### config.mk
export PLATFORM = sky130hd
export DESIGN_NAME = usds_core
export DESIGN_NICKNAME = d
export VERILOG_FILES = /design/src/usds_pkg.sv /design/src/usds_core.sv
export SDC_FILE = /design/constraint.sdc
export NUM_CORES = 1
export LEC_CHECK = 0
export ABC_AREA = 1
export BUFFER_PORTS_ARGS = -buffer_cell sky130_fd_sc_hd__buf_4
export CAP_MARGIN = 15
export CORE_ASPECT_RATIO = 0.7
export CORE_UTILIZATION = 40
export CTS_BUF_LIST = sky130_fd_sc_hd__clkbuf_8 sky130_fd_sc_hd__clkbuf_16
export CTS_CLUSTER_DIAMETER = 80
export DETAILED_ROUTE_END_ITERATION = 10
export SLEW_MARGIN = 20
export SYNTH_ARGS = -nofsm -noshare
export SYNTH_HDL_FRONTEND = slang
export SYNTH_SLANG_ARGS = --single-unit
### constraint.sdc
create_clock -name aclk -period 11.24 [get_ports aclk]
set_input_delay 1.124 -clock aclk [delete_from_list [all_inputs] [get_ports aclk]]
set_output_delay 1.124 -clock aclk [all_outputs]
set_load 0.02 [all_outputs]
### src/usds_pkg.sv
/*
 * Package for the serial status, data buffer and baud select block.
 * Assumes a 32-bit AXI4-Lite register bus with word-aligned registers.
 */
package usds_pkg;
	// Register byte offsets
	localparam logic [7:0] ADDR_DATA_BUFFER = 8'h18;
	localparam logic [7:0] ADDR_STATUS_ONE  = 8'h1c;
	localparam logic [7:0] ADDR_STATUS_TWO  = 8'h20;
	localparam logic [7:0] ADDR_BAUD_SELECT = 8'h24;
	localparam logic [7:0] ADDR_CONTROL     = 8'h28;
	localparam logic [7:0] ADDR_FINE_PRESC  = 8'h2c;
	// Status one bit positions
	localparam int ST1_TX_EMPTY = 7;
	localparam int ST1_TX_DONE  = 6;
	localparam int ST1_RX_FULL  = 5;
	localparam int ST1_IDLE     = 4;
	localparam int ST1_OVERRUN  = 3;
	localparam int ST1_NOISE    = 2;
	localparam int ST1_FRAMING  = 1;
	localparam int ST1_PARITY   = 0;
	// Status two bit positions
	localparam int ST2_BREAK    = 1;
	localparam int ST2_RX_PROG  = 0;
	// Baud select fields
	localparam int BAUD_LIN     = 6;
	localparam int BAUD_PSC_LSB = 4;
	localparam int BAUD_DIV_LSB = 0;
	// Control register bits: irq enables then nine-bit mode
	localparam int CTL_TC_IE    = 0;
	localparam int CTL_RX_IE    = 1;
	localparam int CTL_IDLE_IE  = 2;
	localparam int CTL_OR_IE    = 3;
	localparam int CTL_NE_IE    = 4;
	localparam int CTL_FE_IE    = 5;
	localparam int CTL_PE_IE    = 6;
	localparam int CTL_NINE     = 7;
	// Reset values
	localparam logic [7:0] BAUD_RESET = 8'h00;
	localparam logic [7:0] CTL_RESET  = 8'h00;
	localparam logic [7:0] FINE_RESET = 8'h00;
	// Rate scaling
	localparam int OVERSAMPLE   = 64;
	localparam int FRAC_STEPS   = 32;
	localparam int BREAK_LEN_LIN8 = 11;
	localparam int BREAK_LEN_LIN9 = 12;
	localparam int BREAK_LEN_STD8 = 10;
	localparam int BREAK_LEN_STD9 = 11;
	// AXI responses
	localparam logic [1:0] RESP_OKAY   = 2'h0;
	localparam logic [1:0] RESP_SLVERR = 2'h2;
	typedef enum logic [2:0] {
		TX_IDLE  = 3'h1,
		TX_QUEUE = 3'h2,
		TX_SHIFT = 3'h4
	} usds_tx_type;
endpackage

### src/usds_core.sv
/*
 * Status flags, shared data buffer and baud rate select for an
 * asynchronous serial port with LIN break detection, as an AXI4-Lite slave.
 * Assumes the receive and transmit shift engines live outside and report
 * events as single-cycle pulses on aclk; rx_pin comes from a pad.
 */
`timescale 1ns/100ps
`default_nettype none
// Summary of operation
// Transmit done when empty and idle
// Queueing clears transmit done flag
// Completed character sets receive full
// Status-one then data read clears full
// Idle after ones, same clearing sequence
// Idle armed only after new character
// Overrun keeps old data, drops new
// Overrun clears only if seen first
// Noise flag set, cleared by sequence
// Zero stop bit sets framing error
// Parity failure sets parity flag
// Reset clears receive flags and break
// Break sets break, framing, full flags
// Break clears via status-two sequence
// Zero at first slot sets progress
// False start or idle clears progress
// One address, read rx, write tx
// Software avoids read-modify-write on buffer
// LIN mode lengthens break detection
// Prescale codes give 1,3,4,13
// Divisor field gives power of two
// One rate clocks receiver and transmitter
// Rate is bus over 64 products
// Record flags seen at status read
module usds_core
	import usds_pkg::*;
(
	// Clock, reset, enable
	input  wire logic        aclk,
	input  wire logic        aresetn,
	input  wire logic        clk_en,
	// AXI4-Lite write
	input  wire logic [7:0]  s_axi_awaddr,
	input  wire logic        s_axi_awvalid,
	output logic             s_axi_awready,
	input  wire logic [31:0] s_axi_wdata,
	input  wire logic [3:0]  s_axi_wstrb,
	input  wire logic        s_axi_wvalid,
	output logic             s_axi_wready,
	output logic [1:0]       s_axi_bresp,
	output logic             s_axi_bvalid,
	input  wire logic        s_axi_bready,
	// AXI4-Lite read
	input  wire logic [7:0]  s_axi_araddr,
	input  wire logic        s_axi_arvalid,
	output logic             s_axi_arready,
	output logic [31:0]      s_axi_rdata,
	output logic [1:0]       s_axi_rresp,
	output logic             s_axi_rvalid,
	input  wire logic        s_axi_rready,
	// Receive engine events
	input  wire logic        rx_pin,
	input  wire logic        rx_char_done,
	input  wire logic [8:0]  rx_char,
	input  wire logic        rx_noise,
	input  wire logic        rx_stop_zero,
	input  wire logic        rx_parity_bad,
	input  wire logic        rx_enable,
	input  wire logic        rx_slot_zero,
	input  wire logic        rx_false_start,
	// Transmit engine handshake
	input  wire logic        tx_busy,
	input  wire logic        tx_take,
	output logic             tx_load,
	output logic [7:0]       tx_data,
	// Derived controls and flags
	output logic             rate_tick,
	output logic             rx_ninth_bit,
	output logic             tx_complete_flag,
	output logic             tx_empty_flag,
	output logic             tx_irq,
	output logic             rx_irq,
	output logic             err_irq
);
	logic        rx_s1_r, rx_s2_r, rx_prev_r;
	logic        tx_empty_r, tx_done_r, tx_load_r;
	logic [7:0]  tx_buf_r;
	logic [7:0]  rx_buf_r;
	logic        ninth_r;
	logic        full_r, idle_r, over_r, noise_r, fram_r, par_r, brk_r, prog_r;
	logic        idle_arm_r, brk_arm_r;
	logic [7:0]  seen1_r;
	logic        seen_brk_r;
	logic [7:0]  baud_r, ctl_r, fine_r;
	logic [4:0]  ones_r, zeros_r;
	logic        aw_r, w_r, bv_r, rv_r;
	logic        aw_rdy_r, w_rdy_r, ar_rdy_r;
	logic [7:0]  awaddr_r;
	logic [31:0] wdata_r, rdata_r;
	logic [3:0]  wstrb_r;
	logic [1:0]  bresp_r, rresp_r;
	logic        wr_go, rd_go, rd_data, rd_st1, rd_st2, wr_data;
	logic [7:0]  st1, st2;
	logic [4:0]  idle_len, brk_len;
	logic        idle_evt, brk_evt, char_in;
	logic [4:0]  prescale_divisor;
	logic [7:0]  bd;
	logic [3:0]  pd;
	logic [15:0] rate_cnt_r, rate_div;
	logic [4:0]  frac_acc_r;
	logic        frac_carry, rate_tick_r;
	logic        irq_tx_r, irq_rx_r, irq_err_r;
	usds_tx_type tx_st_r;

	assign st1 = {tx_empty_r, tx_done_r, full_r, idle_r, over_r, noise_r, fram_r, par_r};
	assign st2 = {6'h00, brk_r, prog_r};

	// Pin synchroniser: second stage feeds all logic
	always_ff @(posedge aclk) begin
		if (!aresetn) begin
			rx_s1_r <= 1'b1;
			rx_s2_r <= 1'b1;
			rx_prev_r <= 1'b1;
		end else if (clk_en) begin
			rx_s1_r <= rx_pin;
			rx_s2_r <= rx_s1_r;
			rx_prev_r <= rx_s2_r;
		end
	end

	// AXI write channel: address and data in either order
	assign wr_go = aw_r && w_r && !bv_r;
	always_ff @(posedge aclk) begin
		if (!aresetn) begin
			aw_r <= 1'b0;
			w_r <= 1'b0;
			bv_r <= 1'b0;
			awaddr_r <= 8'h00;
			wdata_r <= 32'h0;
			wstrb_r <= 4'h0;
			bresp_r <= RESP_OKAY;
			aw_rdy_r <= 1'b1;
			w_rdy_r <= 1'b1;
		end else if (clk_en) begin
			if (s_axi_awvalid && !aw_r && !bv_r) begin
				aw_r <= 1'b1;
				aw_rdy_r <= 1'b0;
				awaddr_r <= s_axi_awaddr;
			end
			if (s_axi_wvalid && !w_r && !bv_r) begin
				w_r <= 1'b1;
				w_rdy_r <= 1'b0;
				wdata_r <= s_axi_wdata;
				wstrb_r <= s_axi_wstrb;
			end
			if (wr_go) begin
				aw_r <= 1'b0;
				w_r <= 1'b0;
				bv_r <= 1'b1;
				if (awaddr_r == ADDR_DATA_BUFFER || awaddr_r == ADDR_BAUD_SELECT ||
				    awaddr_r == ADDR_CONTROL || awaddr_r == ADDR_FINE_PRESC)
					bresp_r <= RESP_OKAY;
				else
					bresp_r <= RESP_SLVERR;
			end else if (bv_r && s_axi_bready) begin
				bv_r <= 1'b0;
				aw_rdy_r <= 1'b1;
				w_rdy_r <= 1'b1;
			end
		end
	end
	assign s_axi_awready = aw_rdy_r;
	assign s_axi_wready  = w_rdy_r;
	assign s_axi_bvalid  = bv_r;
	assign s_axi_bresp   = bresp_r;
	assign wr_data = wr_go && wstrb_r[0] && awaddr_r == ADDR_DATA_BUFFER;

	// AXI read channel: one cycle to answer
	assign rd_go   = s_axi_arvalid && !rv_r && clk_en;
	assign rd_data = rd_go && s_axi_araddr == ADDR_DATA_BUFFER;
	assign rd_st1  = rd_go && s_axi_araddr == ADDR_STATUS_ONE;
	assign rd_st2  = rd_go && s_axi_araddr == ADDR_STATUS_TWO;
	always_ff @(posedge aclk) begin
		if (!aresetn) begin
			rv_r <= 1'b0;
			rdata_r <= 32'h0;
			rresp_r <= RESP_OKAY;
			ar_rdy_r <= 1'b1;
		end else if (clk_en) begin
			if (rd_go) begin
				rv_r <= 1'b1;
				ar_rdy_r <= 1'b0;
				rresp_r <= RESP_OKAY;
				// shared buffer read
				if (s_axi_araddr == ADDR_DATA_BUFFER)
					rdata_r <= {24'h0, rx_buf_r};
				else if (s_axi_araddr == ADDR_STATUS_ONE)
					rdata_r <= {24'h0, st1};
				else if (s_axi_araddr == ADDR_STATUS_TWO)
					rdata_r <= {24'h0, st2};
				else if (s_axi_araddr == ADDR_BAUD_SELECT)
					rdata_r <= {24'h0, baud_r};
				else if (s_axi_araddr == ADDR_CONTROL)
					rdata_r <= {24'h0, ctl_r};
				else if (s_axi_araddr == ADDR_FINE_PRESC)
					rdata_r <= {24'h0, fine_r};
				else begin
					rdata_r <= 32'h0;
					rresp_r <= RESP_SLVERR;
				end
			end else if (rv_r && s_axi_rready) begin
				rv_r <= 1'b0;
				ar_rdy_r <= 1'b1;
			end
		end
	end
	assign s_axi_arready = ar_rdy_r;
	assign s_axi_rvalid  = rv_r;
	assign s_axi_rdata   = rdata_r;
	assign s_axi_rresp   = rresp_r;

	// Software configuration registers
	always_ff @(posedge aclk) begin
		if (!aresetn) begin
			baud_r <= BAUD_RESET;
			ctl_r <= CTL_RESET;
			fine_r <= FINE_RESET;
		end else if (clk_en && wr_go && wstrb_r[0]) begin
			// mode and divisor fields
			if (awaddr_r == ADDR_BAUD_SELECT)
				baud_r <= {1'b0, wdata_r[6:0]};
			else if (awaddr_r == ADDR_CONTROL)
				ctl_r <= wdata_r[7:0];
			else if (awaddr_r == ADDR_FINE_PRESC)
				fine_r <= wdata_r[7:0];
		end
	end

	// prescale divisor lookup
	always_comb begin
		case (baud_r[BAUD_PSC_LSB +: 2])
			2'h0: prescale_divisor = 5'd1;
			2'h1: prescale_divisor = 5'd3;
			2'h2: prescale_divisor = 5'd4;
			default: prescale_divisor = 5'd13;
		endcase
	end
	// power of two divisor
	assign bd = 8'h01 << baud_r[BAUD_DIV_LSB +: 3];
	// Fine prescaler: bypass counts as one
	assign pd = (fine_r[7:5] == 3'h0) ? 4'h1 : {1'b0, fine_r[7:5]} + 4'h1;
	// coarse product; 64 stays with the engines as oversampling
	assign rate_div = 16'(prescale_divisor) * 16'(bd) * 16'(pd);
	assign frac_carry = (5'(frac_acc_r + fine_r[4:0]) < frac_acc_r) && (fine_r[7:5] != 3'h0);

	// one rate tick for both engines, fraction stretches one count
	always_ff @(posedge aclk) begin
		if (!aresetn) begin
			rate_cnt_r <= 16'h0;
			frac_acc_r <= 5'h0;
			rate_tick_r <= 1'b0;
		end else if (clk_en) begin
			rate_tick_r <= 1'b0;
			if (rate_cnt_r >= rate_div - 16'h1 + {15'h0, frac_carry}) begin
				rate_cnt_r <= 16'h0;
				rate_tick_r <= 1'b1;
				frac_acc_r <= 5'(frac_acc_r + fine_r[4:0]);
			end else begin
				rate_cnt_r <= rate_cnt_r + 16'h1;
			end
		end
	end
	assign rate_tick = rate_tick_r;

	// Line ones and zeros counted in bit times of 16 ticks
	assign idle_len = ctl_r[CTL_NINE] ? 5'(BREAK_LEN_STD9) : 5'(BREAK_LEN_STD8);
	// break length depends on LIN mode
	assign brk_len = baud_r[BAUD_LIN] ?
		(ctl_r[CTL_NINE] ? 5'(BREAK_LEN_LIN9) : 5'(BREAK_LEN_LIN8)) : idle_len;
	logic [3:0] bit_ph_r;
	always_ff @(posedge aclk) begin
		if (!aresetn) begin
			ones_r <= 5'h0;
			zeros_r <= 5'h0;
			bit_ph_r <= 4'h0;
		end else if (clk_en) begin
			if (rx_s2_r != rx_prev_r) begin
				bit_ph_r <= 4'h0;
				ones_r <= 5'h0;
				zeros_r <= 5'h0;
			end else if (rate_tick_r) begin
				bit_ph_r <= bit_ph_r + 4'h1;
				if (bit_ph_r == 4'hf) begin
					if (rx_s2_r && ones_r != 5'h1f)
						ones_r <= ones_r + 5'h1;
					if (!rx_s2_r && zeros_r != 5'h1f)
						zeros_r <= zeros_r + 5'h1;
				end
			end
		end
	end
	assign idle_evt = rx_enable && rate_tick_r && bit_ph_r == 4'hf && rx_s2_r &&
		ones_r == idle_len - 5'h1;
	assign brk_evt = rx_enable && rate_tick_r && bit_ph_r == 4'hf && !rx_s2_r &&
		zeros_r == brk_len - 5'h1;
	assign char_in = rx_char_done && !brk_evt;

	// remember flags seen by the status reads
	always_ff @(posedge aclk) begin
		if (!aresetn) begin
			seen1_r <= 8'h00;
			seen_brk_r <= 1'b0;
		end else if (clk_en) begin
			if (rd_st1)
				seen1_r <= st1;
			else if (rd_data)
				seen1_r <= 8'h00;
			if (rd_st2)
				seen_brk_r <= brk_r;
			else if (rd_data)
				seen_brk_r <= 1'b0;
		end
	end

	// Receive flags: a set in the clearing cycle wins
	always_ff @(posedge aclk) begin
		if (!aresetn) begin
			// receive flags cleared
			full_r <= 1'b0;
			idle_r <= 1'b0;
			over_r <= 1'b0;
			noise_r <= 1'b0;
			fram_r <= 1'b0;
			par_r <= 1'b0;
			brk_r <= 1'b0;
			prog_r <= 1'b0;
			idle_arm_r <= 1'b0;
			brk_arm_r <= 1'b1;
		end else if (clk_en) begin
			// sequence clears recorded flags
			if (rd_data) begin
				if (seen1_r[ST1_RX_FULL]) full_r <= 1'b0;
				if (seen1_r[ST1_IDLE]) idle_r <= 1'b0;
				if (seen1_r[ST1_OVERRUN]) over_r <= 1'b0;
				if (seen1_r[ST1_NOISE]) noise_r <= 1'b0;
				if (seen1_r[ST1_FRAMING]) fram_r <= 1'b0;
				if (seen1_r[ST1_PARITY]) par_r <= 1'b0;
				// break cleared via status two
				if (seen_brk_r) brk_r <= 1'b0;
			end
			if (!rx_enable)
				idle_arm_r <= 1'b0;
			else if (rd_data && seen1_r[ST1_IDLE])
				idle_arm_r <= 1'b0;
			// character lands or overruns
			if (char_in) begin
				if (full_r && !(rd_data && seen1_r[ST1_RX_FULL]))
					over_r <= 1'b1;
				else begin
					full_r <= 1'b1;
					idle_arm_r <= 1'b1;
				end
			end
			// error flags
			if (char_in && rx_noise) noise_r <= 1'b1;
			if (char_in && rx_stop_zero) fram_r <= 1'b1;
			if (char_in && rx_parity_bad) par_r <= 1'b1;
			// idle only when armed
			if (idle_evt && idle_arm_r) begin
				idle_r <= 1'b1;
				idle_arm_r <= 1'b0;
			end
			// break sets three flags
			if (brk_evt && brk_arm_r) begin
				brk_r <= 1'b1;
				fram_r <= 1'b1;
				full_r <= 1'b1;
				brk_arm_r <= 1'b0;
			end else if (rx_s2_r) begin
				brk_arm_r <= 1'b1;
			end
			// reception in progress
			if (rx_slot_zero)
				prog_r <= 1'b1;
			else if (rx_false_start || idle_evt || char_in)
				prog_r <= 1'b0;
		end
	end

	// Receive data buffer; reset leaves contents alone
	always_ff @(posedge aclk) begin
		if (clk_en) begin
			if (brk_evt && brk_arm_r) begin
				rx_buf_r <= 8'h00;
				// ninth bit cleared on break in nine-bit mode only
				if (ctl_r[CTL_NINE]) ninth_r <= 1'b0;
			end else if (char_in && !full_r) begin
				// older data kept on overrun
				rx_buf_r <= rx_char[7:0];
				ninth_r <= ctl_r[CTL_NINE] ? rx_char[8] : rx_char[7];
			end
		end
	end

	// Transmit side
	always_ff @(posedge aclk) begin
		if (!aresetn) begin
			tx_st_r <= TX_IDLE;
			tx_empty_r <= 1'b1;
			tx_done_r <= 1'b1;
			tx_load_r <= 1'b0;
			tx_buf_r <= 8'h00;
		end else if (clk_en) begin
			tx_load_r <= 1'b0;
			// shared buffer write
			if (wr_data) begin
				tx_buf_r <= wdata_r[7:0];
				tx_empty_r <= 1'b0;
			end
			case (tx_st_r)
				TX_IDLE: begin
					if (wr_data || tx_busy) begin
						tx_st_r <= TX_QUEUE;
						// queueing clears done
						tx_done_r <= 1'b0;
					end
				end
				TX_QUEUE: begin
					if (!tx_empty_r && tx_take) begin
						tx_load_r <= 1'b1;
						tx_empty_r <= 1'b1;
						tx_st_r <= TX_SHIFT;
					end else if (tx_empty_r && !tx_busy) begin
						tx_st_r <= TX_IDLE;
						tx_done_r <= 1'b1;
					end
				end
				default: begin
					// Busy rises a cycle after the load pulse; wait it out
					// done once empty and quiet
					if (tx_empty_r && !tx_busy && !wr_data && !tx_load_r) begin
						tx_st_r <= TX_IDLE;
						tx_done_r <= 1'b1;
					end else if (!tx_empty_r || wr_data) begin
						tx_st_r <= TX_QUEUE;
					end
				end
			endcase
		end
	end

	// Interrupt requests; break and progress never interrupt
	always_ff @(posedge aclk) begin
		if (!aresetn) begin
			irq_tx_r <= 1'b0;
			irq_rx_r <= 1'b0;
			irq_err_r <= 1'b0;
		end else if (clk_en) begin
			irq_tx_r <= tx_done_r && ctl_r[CTL_TC_IE];
			irq_rx_r <= (full_r && ctl_r[CTL_RX_IE]) || (idle_r && ctl_r[CTL_IDLE_IE]);
			irq_err_r <= (over_r && ctl_r[CTL_OR_IE]) || (noise_r && ctl_r[CTL_NE_IE]) ||
				(fram_r && ctl_r[CTL_FE_IE]) || (par_r && ctl_r[CTL_PE_IE]);
		end
	end
	assign tx_irq = irq_tx_r;
	assign rx_irq = irq_rx_r;
	assign err_irq = irq_err_r;
	assign tx_load = tx_load_r;
	assign tx_data = tx_buf_r;
	assign rx_ninth_bit = ninth_r;
	assign tx_complete_flag = tx_done_r;
	assign tx_empty_flag = tx_empty_r;

	// full follows a landed character
	AST_FULL_SET: assert property (@(posedge aclk) disable iff (!aresetn)
		clk_en && char_in && !full_r |=> full_r)
		else $error("receive full not set");
	// overrun keeps buffer
	AST_OVR_KEEP: assert property (@(posedge aclk) disable iff (!aresetn)
		clk_en && char_in && full_r && !rd_data |=> over_r && $stable(rx_buf_r))
		else $error("overrun handling wrong");
	// unseen overrun survives data read
	AST_OVR_HOLD: assert property (@(posedge aclk) disable iff (!aresetn)
		clk_en && rd_data && over_r && !seen1_r[ST1_OVERRUN] |=> over_r)
		else $error("overrun cleared without status read");
	// sequence clears full
	AST_FULL_CLR: assert property (@(posedge aclk) disable iff (!aresetn)
		clk_en && rd_data && seen1_r[ST1_RX_FULL] && !char_in && !brk_evt |=> !full_r)
		else $error("receive full not cleared");
	// break sets framing and full
	AST_BRK_SET: assert property (@(posedge aclk) disable iff (!aresetn)
		clk_en && brk_evt && brk_arm_r |=> brk_r && fram_r && full_r)
		else $error("break flags missing");
	// idle needs arming
	AST_IDLE_ARM: assert property (@(posedge aclk) disable iff (!aresetn)
		$rose(idle_r) |-> $past(idle_arm_r))
		else $error("idle set without character");
	// write clears done
	AST_TC_CLR: assert property (@(posedge aclk) disable iff (!aresetn)
		clk_en && wr_data && tx_st_r == TX_IDLE |=> !tx_done_r)
		else $error("transmit done not cleared");
	// slot zero sets progress
	AST_PROG_SET: assert property (@(posedge aclk) disable iff (!aresetn)
		clk_en && rx_slot_zero |=> prog_r)
		else $error("progress flag not set");
endmodule // usds_core
`default_nettype wire

-- After elaboration in Yosys (flattened, before gate mapping)
Cells that the tools add are included.
- output and inout bits: 57
- bits in latches: 0
- word-level logic and storage cells: 321
- input port bits: 79
- flip-flop bits (word level): 165
- RAM bits: 0
- ROM bits: 0
- memories: 0
- mux-type cells: 105
- multipliers: 2
- shift operators: 1
- reductions and logical operators: 127
- divide/modulo/power cells: 0
- bitwise gates (word level): 2
- $lt $le $gt $ge: 2
- $add $sub $neg: 10
- equality and inequality tests: 25
- operators with widths (kind ; count):
    1-bit 2-to-1 mux ; 67
    8-bit by 6-bit equality test with 1-bit output (second input constant) ; 7
    8-bit 2-to-1 mux ; 7
    1-bit logical AND ; 47
    2-bit nonzero test ; 21
    5-bit 2-to-1 mux ; 8
    2-bit AND reduction ; 17
    8-bit by 5-bit equality test with 1-bit output (second input constant) ; 3
    3-bit 2-to-1 mux ; 7
    3-bit AND reduction ; 7
    16-bit by 1-bit adder with 16-bit output ; 1
    16-bit by 1-bit adder with 16-bit output (second input constant) ; 1
    16-bit greater-or-equal comparator ; 1
    13-bit by 4-bit multiplier with 16-bit output ; 1
    16-bit 2-to-1 mux ; 1
    4-bit AND reduction ; 4
    16-bit by 1-bit subtractor with 16-bit output (second input constant) ; 1
    2-bit 2-to-1 mux ; 7
    5-bit by 8-bit multiplier with 13-bit output ; 1
    1-bit logical NOT ; 12
    4-bit 2-to-1 mux ; 3
    6-bit 2-to-1 mux ; 2
    4-bit one-hot mux with 3 select lines ; 1
    3-bit nonzero test ; 4
    25 further kinds ; 43

-- Logic depth before layout (Yosys ltp)
- word-level depth: 10
- mapped depth: 43
- depth with buffers taken out: 42

-- Worst setup path after synthesis
No wires, ideal clock.
- path type: flip-flop to flip-flop
- from: reg baud_r[2]
- to: reg rate_cnt_r[8]
- cell stages (with the launch flop): 41
- setup time: 0.117 ns
- setup slack: 4.476 ns
- required time: 11.123 ns
- period minus slack after synthesis: 6.764 ns
- buffers on the path: 1
- data arrival time: 6.647 ns
- cells stage by stage: dfxtp_1 > inv_1 > nand2_1 > nor2_1 > nand2_1 > fa_1 > inv_1 > fa_1 > inv_1 > fa_1 > nor3_1 > nor2_1 > o21bai_2 > xor2_1 > nand2_1 > ha_1 > inv_1 > fa_1 > (+5 left out) > nor3_1 > nor3b_1 > nand2_1 > nand3_1 > inv_1 > nand2_1 > nand2_1 > ha_1 > nand2_1 > inv_1 > nand3_1 > nor2_1 > nand3_1 > nand3_1 > nand2_1 > nand2_2 > buf_4 > nor2_1
- cells in the longest elaborated chain, start to end: 7
- ends and longest elaborated chain (item ; RTL line ; RTL):
    from (decl) ; usds_core.sv:93 ; logic [7:0] baud_r, ctl_r, fine_r;
    from (signal assigned) ; usds_core.sv:230 ; baud_r <= {1'b0, wdata_r[6:0]};
    1-bit by 3-bit << shifter with 8-bit output ; usds_core.sv:248 ; assign bd = 8'h01 << baud_r[BAUD_DIV_LSB +: 3];
    5-bit by 8-bit multiplier with 13-bit output ; usds_core.sv:252 ; assign rate_div = 16'(prescale_divisor) * 16'(bd) * 16'(pd);
    13-bit by 4-bit multiplier with 16-bit output ; usds_core.sv:252 ;
    16-bit by 1-bit subtractor with 16-bit output ; usds_core.sv:263 ; if (rate_cnt_r >= rate_div - 16'h1 + {15'h0, frac_carry}) begin
    16-bit by 1-bit adder with 16-bit output ; usds_core.sv:263 ;
    16-bit greater-or-equal comparator ; usds_core.sv:263 ;
    16-bit 2-to-1 mux ; usds_core.sv:263 ;
    to (signal assigned) ; usds_core.sv:268 ; rate_cnt_r <= rate_cnt_r + 16'h1;
    to (decl) ; usds_core.sv:108 ; logic [15:0] rate_cnt_r, rate_div;
Every way passes these cells.
A chain may end at the register's enable or synchronous reset.

-- Worst setup path in the final report
- from: reg baud_r[5]
- to: reg rate_cnt_r[10]
- cells in the longest elaborated chain, start to end: 8
- elaborated cells on any way between the ends: 10
- classes of those cells: 2 x add/sub; 2 x mul; 1 x order compare; 2 x eq/ne; 2 x mux; 1 x reduce/logical
- ends and longest elaborated chain (item ; RTL line ; RTL):
    2-bit equality test (tied with other cells) ; usds_core.sv:240 ; case (baud_r[BAUD_PSC_LSB +: 2])
    4-bit one-hot mux with 3 select lines (*) ; usds_core.sv:240 ;
    5-bit by 8-bit multiplier with 13-bit output (*) ; usds_core.sv:252 ;
    13-bit by 4-bit multiplier with 16-bit output (*) ; usds_core.sv:252 ;
    16-bit by 1-bit subtractor with 16-bit output (*) ; usds_core.sv:263 ;
    16-bit by 1-bit adder with 16-bit output (*) ; usds_core.sv:263 ;
    16-bit greater-or-equal comparator (*) ; usds_core.sv:263 ;
    16-bit 2-to-1 mux (*) ; usds_core.sv:263 ;
Every way passes the cells marked *; elsewhere a longest branch is shown, timed or not.

==> out/qor.txt <==
Critical Path End Type -> register
CP max FO -> 15
Vias per Instance -> 4.92
DRC viols -> 0
drt wl/cell -> 13.8 um
Worst-Margin Slew -> 0.826 ns
Max Fclk -> 0.124 GHz
Cell Pwr Density -> 107 mW/mm^2
Final min period -> 8.06 ns
Final Core Density -> 47.0%
grt ovf -> 0
detailed placement HPWL -> 19.3 mm
Syn Std Cell Area -> 0.00991 mm^2
post-synthesis sequential area ratio -> 29.0%
# fillers -> 2,476
main combinational cell family by area after synthesis -> simple AND/OR/NAND/NOR gates
Critical Path AT -> 8.37 ns
Hold Fails Final Rpt -> 0
Slew headroom -> 44.7%
worst slack, placed -> 3.20 ns
synth cell count leaders -> 309 x nand2_1, 226 x inv_1, 136 x nor2_1
setup bufs post-CTS -> 0
CP Class -> register to register
Worst Path Required -> 11.55 ns
first-pass GRT wire length -> 41.4 mm
sw frac -> 25.4%
Adder-Cell Fraction of Synth Area -> 17.6%
root buffer cell -> clkbuf_16
Post-Synth XOR/XNOR Area -> 3.36%
antenna viol nets, final -> 0
vias in the first global route -> 8,277
slowest stage delay, CP -> 0.57 ns
Max clock buf depth -> 2
crit start category -> register
PnR worst setup slack -> 3.18 ns
Synth area leaders -> dfxtp_1 26%, nand2_1 12%, ha_1 10%, inv_1 8.6%, fa_1 7.5%
clock sinks -> 139
top cell type's share of synthesized area -> 26.3%
Main synth FF type -> dfxtp_1
initial antenna violation count -> 0
Detailed Route WL -> 24.8 mm
DRT Pass-1 Iters -> 5
die area -> 0.0254 mm^2
post-synthesis cell type with the largest combined area -> dfxtp_1
ys async rst share -> 0%
Max-Cap Viols -> 0
IO Port Bufs -> 82
count of warnings emitted by yosys -> 0
Compound-Gate Fraction of Synth Area -> 12.6%
1st-iter DRT viols -> 682
status -> completed
synthesized flop and latch total -> 139
CTS tree -> done
Synth Instances -> 1,394
core area -> 0.0240 mm^2
Psw -> 307 uW
RSZ-0062 raised after global routing -> false
Rows -> 47
Final Skew -> 0.0105 ns
CTS buffer count -> 17
TNS Setup -> 0 ns
Clock Latency Late Sink -> 0.43 ns
IR drop worst, VDD -> 0.110 mV
num ports -> 136
post-CTS sizing -> 0
Area growth syn-to-layout -> 13.9%
Die W -> 190 um
Final setup viols -> 0
Lkg Pwr -> 0.00534 uW
Vias -> 8,859
Inserted Diodes -> 0
final net count -> 1,665
combinational fraction of design power -> 9.3%
clock share of power -> 46.9%
Syn Area/Cell -> 7.11 um^2
Tot GR Track Use -> 20.6%
Post-Synth Simple-Gate Area -> 25.1%
Netlist cell types -> 53
Tcrit/Tclk final -> 71.7%
H-tree Lvls -> 4
Die Y -> 134 um
Power Internal -> 899 uW
count of pins over their slew limit -> 0
hold slack -> 0.451 ns
cell with the most instances after synthesis -> nand2_1
largest net degree at the start of global routing -> 72
Hold Path Class -> register to register
multiplexer share of the synthesized area -> 0%
share of layout cells above drive strength 1 -> 10.1%
Reg power frac -> 43.8%
Post-synth EDFFs -> 9
CP max-delay cell -> fa_1
Final Wtd Congestion -> 0.871
hold_buf cts -> 0
Initial Utilization -> 41.3%
clock-pin transition on the worst setup and hold timing paths -> 0.06 ns
[stage by stage]
stage | instances | instance area, um^2 | total power, uW
2_1_floorplan | 1419 | 10000 | 615
3_3_place_gp | 1768 | 10700 | 648
3_5_place_dp | 1768 | 10700 | 649
4_1_cts | 1800 | 11300 | 1210
5_1_grt | 1800 | 11300 | 1250
6_report | 1800 | 11300 | 1210
[kinds of logic (layout without fill, tap and decap cells)]
group | Yosys count | count (layout)
adders and majority gates | 117 | 117
AOI/OAI and AO/OA | 231 | 231
xor gates and xnor gates | 38 | 38
and+or+nand+nor | 581 | 581
other | 1 | 26
DFF | 139 | 139
buffers and inverters | 287 | 350
[critical path: cells and delay by family, from the launching register on]
family                   cells  cell delay [ns]
buffers and inverters        8             0.60
flip-flops                   1             0.44
AND/OR/NAND/NOR             20             2.75
adder cells (fa/ha/maj)      8             3.61
AO/OA/AOI/OAI                1             0.17
XOR/XNOR                     1             0.34
[final cells by class]
class | count | area, um^2 | share of cell area (%)
clock buffer | 17 | 425 | 3.77
sequential | 139 | 2870 | 25.5
inverter | 233 | 877 | 7.77
timing repair buffer | 85 | 638 | 5.66
tap | 318 | 398 | 3.53
clock inverter | 15 | 159 | 1.41
multi-input combinational | 993 | 5910 | 52.4
[routing by layer]
metal	global-route usage [%]	part of all wire, %
met4	4.97	0.84
met5	0	0
met1	32.6	55
met2	27.9	38
met3	3.69	6.1
[power groups by stage]
| stage | Clock (uW) | Combinational [uW] | Sequential (uW) |
|---|---|---|---|
| 2_1_floorplan | 0 | 75.2 | 540 |
| 3_3_place_gp | 0 | 110 | 539 |
| 3_5_place_dp | 0 | 111 | 538 |
| 4_1_cts | 573 | 112 | 528 |
| 5_1_grt | 594 | 125 | 530 |
| 6_report | 565 | 112 | 528 |
[state kept, by name (all words and copies together) (netlist names), 3 cells and up]
name,flops
awaddr_r,8
baud_r,7
bit_ph_r,4
ctl_r,8
fine_r,8
frac_acc_r,5
ones_r,5
rate_cnt_r,16
rx_buf_r,8
s_axi_rdata,8
seen1_r,6
tx_data,8
tx_st_r,3
wdata_r,8
zeros_r,5
[worst paths after layout]
path / start / slack [ns] / end / cells past startpoint
setup / recovery: baud_r[5]$_SDFFE_PN0P_ / 3.18 / rate_cnt_r[10]$_SDFFE_PN0P_ / 38
hold / removal: s_axi_awready$_SDFFE_PN1P_ / 0.45 / s_axi_awready$_SDFFE_PN1P_ / 2
setup reg to reg: baud_r[5]$_SDFFE_PN0P_ / 3.18 / rate_cnt_r[10]$_SDFFE_PN0P_ / 38
hold reg to reg: s_axi_awready$_SDFFE_PN1P_ / 0.45 / s_axi_awready$_SDFFE_PN1P_ / 2
[cells in the final DEF, fill, tap and decap left out, drive strengths merged, types with 3 or more instances in the layout]
cell type,count
conb,26
xnor2,16
inv,232
a21o,5
nand3,62
nand4,16
a31oi,4
edfxtp,9
o211ai,5
or2,4
clkbuf,17
nor2,152
nor3b,4
a22oi,5
o21ai,79
dfxtp,130
a21oi,117
ha,80
nor3,25
nand2,313
xor2,22
bufinv,3
buf,85
fa,37
clkinv,12
No activity file was read; power rests on OpenSTA's default activity.
